$ cat src/shared/sar_pkg.sv
// =============================================================
// Shared constants for the converter control and readout block.
// =============================================================
package sar_pkg;

  // Width of one conversion result, straight unsigned binary.
  localparam int RESULT_W = 16;

  // Period of mclk in nanoseconds (50 MHz).
  localparam int CLK_PERIOD_NS = 20;

  // Conversion time bounds in nanoseconds.
  localparam int CONV_MIN_NS = 500;
  localparam int CONV_MAX_NS = 710;

  // Width of the conversion cycle counter.
  localparam int CNT_W = 6;

  // Least time rounds up, longest time rounds down.
  localparam logic [CNT_W-1:0] CONV_MIN_CYC =
    CNT_W'((CONV_MIN_NS + CLK_PERIOD_NS - 1) / CLK_PERIOD_NS);
  localparam logic [CNT_W-1:0] CONV_MAX_CYC =
    CNT_W'(CONV_MAX_NS / CLK_PERIOD_NS);

  // Number of distinct conversion lengths between the bounds.
  localparam logic [CNT_W-1:0] CONV_SPAN =
    CONV_MAX_CYC - CONV_MIN_CYC + CNT_W'(1);

  // Width of the dither generator and its reset seed.
  localparam int LFSR_W = 8;
  localparam logic [LFSR_W-1:0] LFSR_SEED = 8'hA5;

  // Width of the readout bit counter.
  localparam int BITS_W = 5;

  // Reset level of a synchronised pin.
  localparam logic PIN_RESET = 1'b0;

endpackage : sar_pkg

$ cat src/shared/sar_edge_if.sv
`timescale 1ns/1ns
`default_nettype none
// =============================================================
// Synchronised pin: level and one-cycle edge pulses.
// =============================================================
interface sar_edge_if;
  logic level;
  logic rise;
  logic fall;

  modport src (output level, output rise, output fall);
  modport dst (input level, input rise, input fall);
endinterface : sar_edge_if
`default_nettype wire

$ cat src/verilog/sar_pin_sync.sv
`timescale 1ns/1ns
`default_nettype none
// =============================================================
// Two-flop pin synchroniser with edge detection.
// =============================================================
module sar_pin_sync
  import sar_pkg::*;
(
  input  wire logic mclk,
  input  wire logic rst,
  input  wire logic pin_in,
  sar_edge_if.src   edge_o
);

  typedef struct packed {
    logic meta;
    logic sync;
    logic last;
  } sar_sync_t;

  localparam sar_sync_t SYNC_RESET = '{PIN_RESET, PIN_RESET, PIN_RESET};

  sar_sync_t st_r;
  sar_sync_t st_nxt;

  // The first flop feeds only the second; edges use the later ones.
  always_comb begin
    st_nxt      = st_r;
    st_nxt.meta = pin_in;
    st_nxt.sync = st_r.meta;
    st_nxt.last = st_r.sync;
  end

  // State register.
  always_ff @(posedge mclk or posedge rst) begin
    if (rst) begin
      st_r <= SYNC_RESET;
    end else begin
      st_r <= st_nxt;
    end
  end

  // Level and edge pulses seen by the control logic.
  assign edge_o.level = st_r.sync;
  assign edge_o.rise  = st_r.sync & ~st_r.last;
  assign edge_o.fall  = ~st_r.sync & st_r.last;

endmodule : sar_pin_sync
`default_nettype wire

$ cat src/verilog/sar_three_wire_top.sv
`timescale 1ns/1ns
`default_nettype none
// =============================================================
// Conversion control and serial readout
// =============================================================
module sar_three_wire_top
  import sar_pkg::*;
#(
  parameter int DATA_W = RESULT_W
) (
  input  wire logic              mclk,
  input  wire logic              rst,
  input  wire logic              convert_strobe,
  input  wire logic              serial_clk,
  input  wire logic              chain_din,
  input  wire logic [DATA_W-1:0] conv_result,
  output logic                   dout,
  output logic                   dout_oe,
  output logic                   cs_mode,
  output logic                   conv_active,
  output logic                   power_down,
  output logic                   sample_pulse
);

  // ===========================================================
  // Types and state
  // ===========================================================
  typedef enum logic [0:0] {
    ST_ACQ,
    ST_CONV
  } sar_state_t;

  typedef struct packed {
    sar_state_t         state;
    logic [CNT_W-1:0]   cnt;
    logic [LFSR_W-1:0]  lfsr;
    logic               cs_mode;
    logic               valid;
    logic               oe;
    logic [DATA_W:0]    shreg;
    logic [BITS_W-1:0]  bits;
    logic [DATA_W-1:0]  result;
    logic               sample;
  } sar_ctl_t;

  localparam sar_ctl_t CTL_RESET = '{
    state:   ST_ACQ,
    cnt:     '0,
    lfsr:    LFSR_SEED,
    cs_mode: 1'b1,
    valid:   1'b0,
    oe:      1'b0,
    shreg:   '1,
    bits:    '0,
    result:  '0,
    sample:  1'b0
  };

  sar_ctl_t st_r;
  sar_ctl_t st_nxt;

  // ===========================================================
  // Pin synchronisers
  // ===========================================================
  sar_edge_if strb_if ();
  sar_edge_if sclk_if ();
  sar_edge_if din_if ();

  sar_pin_sync u_strb_sync (
    .mclk   (mclk),
    .rst    (rst),
    .pin_in (convert_strobe),
    .edge_o (strb_if.src)
  );

  sar_pin_sync u_sclk_sync (
    .mclk   (mclk),
    .rst    (rst),
    .pin_in (serial_clk),
    .edge_o (sclk_if.src)
  );

  sar_pin_sync u_din_sync (
    .mclk   (mclk),
    .rst    (rst),
    .pin_in (chain_din),
    .edge_o (din_if.src)
  );

  // ===========================================================
  // Control logic
  // ===========================================================
  // Next state: conversion timing, mode capture and readout shifting.
  always_comb begin
    st_nxt        = st_r;
    st_nxt.sample = 1'b0;
    st_nxt.lfsr   = {st_r.lfsr[LFSR_W-2:0],
                     st_r.lfsr[7] ^ st_r.lfsr[5] ^
                     st_r.lfsr[4] ^ st_r.lfsr[3]};
    case (st_r.state)
      ST_ACQ: begin
        if (strb_if.rise) begin
          st_nxt.state   = ST_CONV;
          st_nxt.oe      = 1'b0;
          st_nxt.sample  = 1'b1;
          // The chain level just before the strobe edge picks the mode,
          // so a chain pin tied to the strobe reads as low.
          st_nxt.cs_mode = (din_if.level & ~din_if.rise) |
                           din_if.fall;
          // Dithered length keeps every conversion within bounds.
          st_nxt.cnt = CONV_MIN_CYC - CNT_W'(1) +
                       CNT_W'(st_r.lfsr % CONV_SPAN);
        end else if (st_r.cs_mode && st_r.valid) begin
          if (strb_if.fall && !st_r.oe) begin
            st_nxt.oe    = 1'b1;
            st_nxt.shreg = {st_r.result, 1'b1};
            st_nxt.bits  = BITS_W'(DATA_W);
          end else if (sclk_if.fall && st_r.oe) begin
            st_nxt.shreg = {st_r.shreg[DATA_W-1:0], 1'b1};
            st_nxt.bits  = st_r.bits - BITS_W'(1);
            if (st_r.bits == BITS_W'(1)) begin
              st_nxt.oe = 1'b0;
            end
          end
        end
      end
      ST_CONV: begin
        // The strobe is not looked at until the count runs out.
        if (st_r.cnt == '0) begin
          st_nxt.state  = ST_ACQ;
          st_nxt.valid  = 1'b1;
          st_nxt.result = conv_result;
          if (st_r.cs_mode && !strb_if.level) begin
            st_nxt.oe    = 1'b1;
            st_nxt.shreg = {1'b0, conv_result};
            st_nxt.bits  = BITS_W'(DATA_W + 1);
          end else begin
            st_nxt.oe = 1'b0;
          end
        end else begin
          st_nxt.cnt = st_r.cnt - CNT_W'(1);
        end
      end
      default: begin
        st_nxt = CTL_RESET;
      end
    endcase
  end

  // State register.
  always_ff @(posedge mclk or posedge rst) begin
    if (rst) begin
      st_r <= CTL_RESET;
    end else begin
      st_r <= st_nxt;
    end
  end

  // Outputs come straight from the state register.
  assign dout         = st_r.shreg[DATA_W];
  assign dout_oe      = st_r.oe;
  assign cs_mode      = st_r.cs_mode;
  assign conv_active  = (st_r.state == ST_CONV);
  assign power_down   = (st_r.state == ST_ACQ);
  assign sample_pulse = st_r.sample;

  // ===========================================================
  // Checks
  // ===========================================================
  // Cycles spent converting, for the length check.
  logic [CNT_W-1:0] conv_len_r;

  always_ff @(posedge mclk or posedge rst) begin
    if (rst) begin
      conv_len_r <= '0;
    end else if (st_r.state == ST_CONV) begin
      conv_len_r <= conv_len_r + CNT_W'(1);
    end else begin
      conv_len_r <= '0;
    end
  end

  property p_start_conv;
    @(posedge mclk) disable iff (rst)
    (st_r.state == ST_ACQ && strb_if.rise)
      |=> (conv_active && !dout_oe && sample_pulse);
  endproperty
  a_start_conv: assert property (p_start_conv)
    else $error("Strobe rise did not start a conversion.");

  property p_cs_select;
    @(posedge mclk) disable iff (rst)
    (st_r.state == ST_ACQ && strb_if.rise && din_if.level && !din_if.rise)
      |=> cs_mode;
  endproperty
  a_cs_select: assert property (p_cs_select)
    else $error("Chip-select mode not selected.");

  property p_dc_select;
    @(posedge mclk) disable iff (rst)
    (st_r.state == ST_ACQ && strb_if.rise &&
     (din_if.rise || (!din_if.level && !din_if.fall))) |=> !cs_mode;
  endproperty
  a_dc_select: assert property (p_dc_select)
    else $error("Daisy-chain mode not selected.");

  property p_conv_holds;
    @(posedge mclk) disable iff (rst)
    (conv_active && st_r.cnt != '0) |=> conv_active;
  endproperty
  a_conv_holds: assert property (p_conv_holds)
    else $error("Conversion ended early.");

  property p_conv_len;
    @(posedge mclk) disable iff (rst)
    (conv_active && st_r.cnt == '0) |->
      (conv_len_r + CNT_W'(1) >= CONV_MIN_CYC &&
       conv_len_r + CNT_W'(1) <= CONV_MAX_CYC);
  endproperty
  a_conv_len: assert property (p_conv_len)
    else $error("Conversion length out of bounds.");

  property p_done_pd;
    @(posedge mclk) disable iff (rst)
    (conv_active && st_r.cnt == '0)
      |=> (power_down && st_r.result == $past(conv_result));
  endproperty
  a_done_pd: assert property (p_done_pd)
    else $error("Completion did not power down with the result.");

  property p_no_busy;
    @(posedge mclk) disable iff (rst)
    (conv_active && st_r.cnt == '0 && strb_if.level) |=> !dout_oe;
  endproperty
  a_no_busy: assert property (p_no_busy)
    else $error("Indicator driven with strobe high.");

  property p_busy_bit;
    @(posedge mclk) disable iff (rst)
    (conv_active && st_r.cnt == '0 && cs_mode && !strb_if.level)
      |=> (dout_oe && !dout);
  endproperty
  a_busy_bit: assert property (p_busy_bit)
    else $error("Indicator bit not driven low.");

  property p_msb_out;
    @(posedge mclk) disable iff (rst)
    (power_down && !strb_if.rise && cs_mode && st_r.valid &&
     strb_if.fall && !dout_oe)
      |=> (dout_oe && dout == st_r.result[DATA_W-1]);
  endproperty
  a_msb_out: assert property (p_msb_out)
    else $error("MSB not presented on strobe fall.");

  property p_shift;
    @(posedge mclk) disable iff (rst)
    (power_down && !strb_if.rise && dout_oe && sclk_if.fall &&
     st_r.bits > BITS_W'(1))
      |=> (dout_oe && dout == $past(st_r.shreg[DATA_W-1]));
  endproperty
  a_shift: assert property (p_shift)
    else $error("Next bit not shifted on serial clock fall.");

  property p_last_off;
    @(posedge mclk) disable iff (rst)
    (power_down && !strb_if.rise && dout_oe && sclk_if.fall &&
     st_r.bits == BITS_W'(1)) |=> !dout_oe;
  endproperty
  a_last_off: assert property (p_last_off)
    else $error("Output not released after the last bit.");

  property p_busy_count;
    @(posedge mclk) disable iff (rst)
    (conv_active && st_r.cnt == '0 && cs_mode && !strb_if.level)
      |=> (st_r.bits == BITS_W'(DATA_W + 1));
  endproperty
  a_busy_count: assert property (p_busy_count)
    else $error("Busy readout not set for seventeen edges.");

  // Outside a readout the serial clock must leave the output alone.
  property p_sclk_idle;
    @(posedge mclk) disable iff (rst)
    (power_down && !dout_oe && !strb_if.fall)
      |=> (!dout_oe && $stable(st_r.shreg));
  endproperty
  a_sclk_idle: assert property (p_sclk_idle)
    else $error("Serial clock moved data outside a readout.");

endmodule : sar_three_wire_top
`default_nettype wire
$ cat config.mk
export PLATFORM = sky130hd
export DESIGN_NAME = sar_three_wire_top
export DESIGN_NICKNAME = d
export VERILOG_FILES = /design/src/shared/sar_pkg.sv /design/src/shared/sar_edge_if.sv /design/src/verilog/sar_pin_sync.sv /design/src/verilog/sar_three_wire_top.sv
export SDC_FILE = /design/constraint.sdc
export NUM_CORES = 1
export LEC_CHECK = 0
export BUFFER_PORTS_ARGS = -buffer_cell sky130_fd_sc_hd__buf_2
export CAP_MARGIN = 20
export CORE_MARGIN = 8
export CORE_UTILIZATION = 40
export DETAILED_ROUTE_END_ITERATION = 8
export SLEW_MARGIN = 10
export SYNTH_ARGS = -nofsm -noshare
export SYNTH_HDL_FRONTEND = slang
export SYNTH_SLANG_ARGS = --single-unit
$ cat constraint.sdc
create_clock -name mclk -period 7.9 [get_ports mclk]
set_input_delay 0.395 -clock mclk [delete_from_list [all_inputs] [get_ports mclk]]
set_output_delay 0.395 -clock mclk [all_outputs]
set_load 0.02 [all_outputs]
==> results.txt <==
outcome = finished, final reports clean
commonest cells in the netlist = 87 x sky130_fd_sc_hd__nand2_1, 44 x sky130_fd_sc_hd__dfrtp_1, 36 x sky130_fd_sc_hd__nor2_1
Synthesized Nets = 462
number of buffers inserted by port buffering = 26
die outline height = 115 µm
CTS H-tree lvls = 3
series of cell instances along the critical path = or2b_4, o21ai_0, a21oi_1, a32oi_2, ha_1, a221oi_2, nor3_4, a31o_1, o21ai_0, ha_1, or2_2, nand2_1, nand2_1, mux2_2, ha_1, nor4b_1, a2111oi_0, nand2_1
mean post-synth cell area = 9.01 µm²
gate family responsible for the most delay along the worst path = simple AND/OR/NAND/NOR gates
fin nets = 477
path type of the worst setup path = reg2reg
area overhead of the layout relative to synthesis = 9.45%
fraction of final layout cells with drive strength greater than 1 = 20.7%
Hold Vio Cnt, Final = 0
Core Area = 9640 µm²
arrival time of data at the critical path endpoint = 4.88 ns
die width = 115 µm
sequential element share of the synthesized area = 42.8%
critical path required time = 8.18 ns
number of synthesis warnings = 0
number of synthesized flops with an enable pin = 0
startpoint of the lowest-slack register-to-register path = st_r[49]
DRC viols = 0
library cell contributing the largest single delay on the critical path = sky130_fd_sc_hd__dfstp_2
count of buffering cells on the critical path with inverters included = 0
critical path endpoint category = register
drt via density = 5.30
distinct cell type count after synthesis = 72
Synth top area share = 28.1%
path category of the worst min-delay check = in2reg
peak per-stage delay on the critical path = 0.78 ns
final worst hold slack = 0.150 ns
hold_buf cts = 0
cell area power density = 279 nW/µm²
synth top area cells = sky130_fd_sc_hd__dfrtp_1 28%, sky130_fd_sc_hd__dfstp_2 15%, sky130_fd_sc_hd__nand2_1 8.3%
Hold Startpoint = serial_clk
vias in the first global route = 3106
antenna violations before repair = 0
Starting DRT DRC Count = 110
setup tns final = 0 ns
# setup viols final = 0
total detailed-routing wirelength = 8.48 mm
cell accounting for the most synthesized area = sky130_fd_sc_hd__dfrtp_1
number of instances resized during post-cts repair = 0
final setup skew = 0.00765 ns
Max Root-Sink Buffers = 2
Clock transition at path regs = 0.07 ns
setup slack after layout = 3.30 ns
total global routing overflow = 0
setup fix buffers added after clock tree synthesis = 0
cts bufs inserted = 9
Final period util = 58.2%
number of ports placed on the die boundary = 27
row count = 36
via total after detailed routing = 3115
final antenna diode count = 0
Slew Limit Fails = 0
Max Clock Freq = 217 MHz
relative max-transition margin = 41.3%
Layout fillers = 975
initial standard-cell utilization of the core = 40.7%
synthesis-stage register bit count = 66
residual antenna-violating net count after detailed routing = 0
pin count of the biggest net entering global routing = 67
Pleak = 1.82 nW
average wire per standard cell = 14.4 µm
post-route core utilization = 44.5%
unrepaired setup endpoints after global routing = no
number of cells produced by synthesis = 435
number of violations of the max-capacitance limit = 0
mapped cell area = 3920 µm²
wire length of the first global-routing pass = 14.8 mm
DR pass1 iterations = 4
Root Driver = sky130_fd_sc_hd__clkbuf_8
pre-CTS setup slack = 3.41 ns
sink count of the clock tree = 66
type of origin of the critical path = register
clock latency at the later pin of the worst-skew pair = 0.35 ns
overall power = 0.00120 W
share of synthesized registers carrying an async set or reset = 100%
global placement routability congestion = 0.780
dpl hpwl = 5.61 mm
final period demand of the worst path = 4.60 ns
launching element of the worst setup path = st_r[49]
IR Drop Worst-Case VDD = 0.000147 V
floorplan die area = 13200 µm²
pin slew with the least headroom to its limit = 0.880 ns
critical-path maximum fanout = 24
Primary FF master, synth = sky130_fd_sc_hd__dfrtp_1
TritonCTS clock tree = done
overall global routing resource usage = 13.9%
cell with the most instances after synthesis = sky130_fd_sc_hd__nand2_1
-- where the power goes --
group | internal (W) | switching (W) | total [W]
Clock | 0.000115 | 0.000129 | 0.000243
Combinational | 0.000157 | 0.000230 | 0.000387
Sequential | 0.000493 | 0.0000733 | 0.000566
-- per-layer routing --
layer | wire length [µm] | global-route usage, % | part of all wire (%)
met5 | 0 | 0 | 0
met4 | 140 | 5.17 | 1.7
met3 | 422 | 4.36 | 5.0
met2 | 4020 | 22.4 | 47
met1 | 3900 | 17.0 | 46
-- worst paths after layout --
path	end	slack, ns	depth (start not counted)
max in group asynchronous	sample_pulse	7.08	3
setup reg to reg	st_r[55]	3.30	18
hold / removal	u_sclk_sync.st_nxt[1]	0.15	1
setup / recovery	st_r[55]	3.30	18
hold reg to reg	u_strb_sync.edge_o.level	0.35	0
min in group asynchronous	st_r[12]	0.27	3
-- area by class of cell --
class | instances | area (µm²) | share of cell area, %
tap | 133 | 166 | 3.88
inverter | 13 | 48.8 | 1.14
multi-input combinational | 328 | 2050 | 47.8
timing repair buffer | 32 | 183 | 4.26
clock inverter | 4 | 28.8 | 0.671
sequential | 66 | 1680 | 39.1
clock buffer | 12 | 135 | 3.15
-- cells by family after synthesis --
family	Yosys count	share of synthesized area, %
flip-flops	66	42.8
AO/OA/AOI/OAI	110	19.5
XOR/XNOR	11	2.46
adder cells (fa/ha/maj)	6	1.92
AND/OR/NAND/NOR	179	22.4
buffers and inverters	41	5.11
multiplexers	22	5.71
-- worst register-to-register path, stage by stage, from the launching register on --
cell and delay (ns):
sky130_fd_sc_hd__dfstp_2 0.78, sky130_fd_sc_hd__or2b_4 0.36, sky130_fd_sc_hd__o21ai_0 0.16, sky130_fd_sc_hd__a21oi_1 0.10
sky130_fd_sc_hd__a32oi_2 0.30, sky130_fd_sc_hd__ha_1 0.25, sky130_fd_sc_hd__a221oi_2 0.07, sky130_fd_sc_hd__nor3_4 0.27
sky130_fd_sc_hd__a31o_1 0.24, sky130_fd_sc_hd__o21ai_0 0.13, sky130_fd_sc_hd__ha_1 0.23, sky130_fd_sc_hd__or2_2 0.33
sky130_fd_sc_hd__nand2_1 0.11, sky130_fd_sc_hd__nand2_1 0.06, sky130_fd_sc_hd__mux2_2 0.28, sky130_fd_sc_hd__ha_1 0.24
sky130_fd_sc_hd__nor4b_1 0.38, sky130_fd_sc_hd__a2111oi_0 0.14, sky130_fd_sc_hd__nand2_1 0.09
-- placed cells by master, fill, tap and decap left out, types with 8 or more instances in the layout --
cell type                  Yosys  routed
sky130_fd_sc_hd__a21oi_1      23      23
sky130_fd_sc_hd__nand2b_1      8       8
sky130_fd_sc_hd__buf_2         7      26
sky130_fd_sc_hd__dfrtp_1      44      44
sky130_fd_sc_hd__mux2i_1      19      19
sky130_fd_sc_hd__nand2_1      87      87
sky130_fd_sc_hd__o21ai_0      31      30
sky130_fd_sc_hd__inv_1        12      11
sky130_fd_sc_hd__dfstp_2      22      22
sky130_fd_sc_hd__nor2_1       36      36
sky130_fd_sc_hd__clkbuf_8      0       9
sky130_fd_sc_hd__xnor2_1       9       9
-- through the flow --
stage,cell area [µm²],cells
2_1_floorplan,3920,435
3_3_place_gp,4110,571
3_5_place_dp,4110,571
4_1_cts,4280,587
5_1_grt,4290,588
6_report,4290,588
-- sequential cells by signal, indices dropped and copies added, names as in the netlist --
name	flops
u_strb_sync.st_r	1
u_strb_sync.edge_o.level	1
st_r	45
st_nxt	7
conv_active	1
u_din_sync.st_nxt	1
dout	1
dout_oe	1
cs_mode	1
u_din_sync.st_r	1
u_din_sync.edge_o.level	1
u_sclk_sync.edge_o.level	1
u_strb_sync.st_nxt	1
u_sclk_sync.st_r	1
u_sclk_sync.st_nxt	1
sample_pulse	1
(Power assumes the default switching activity.)
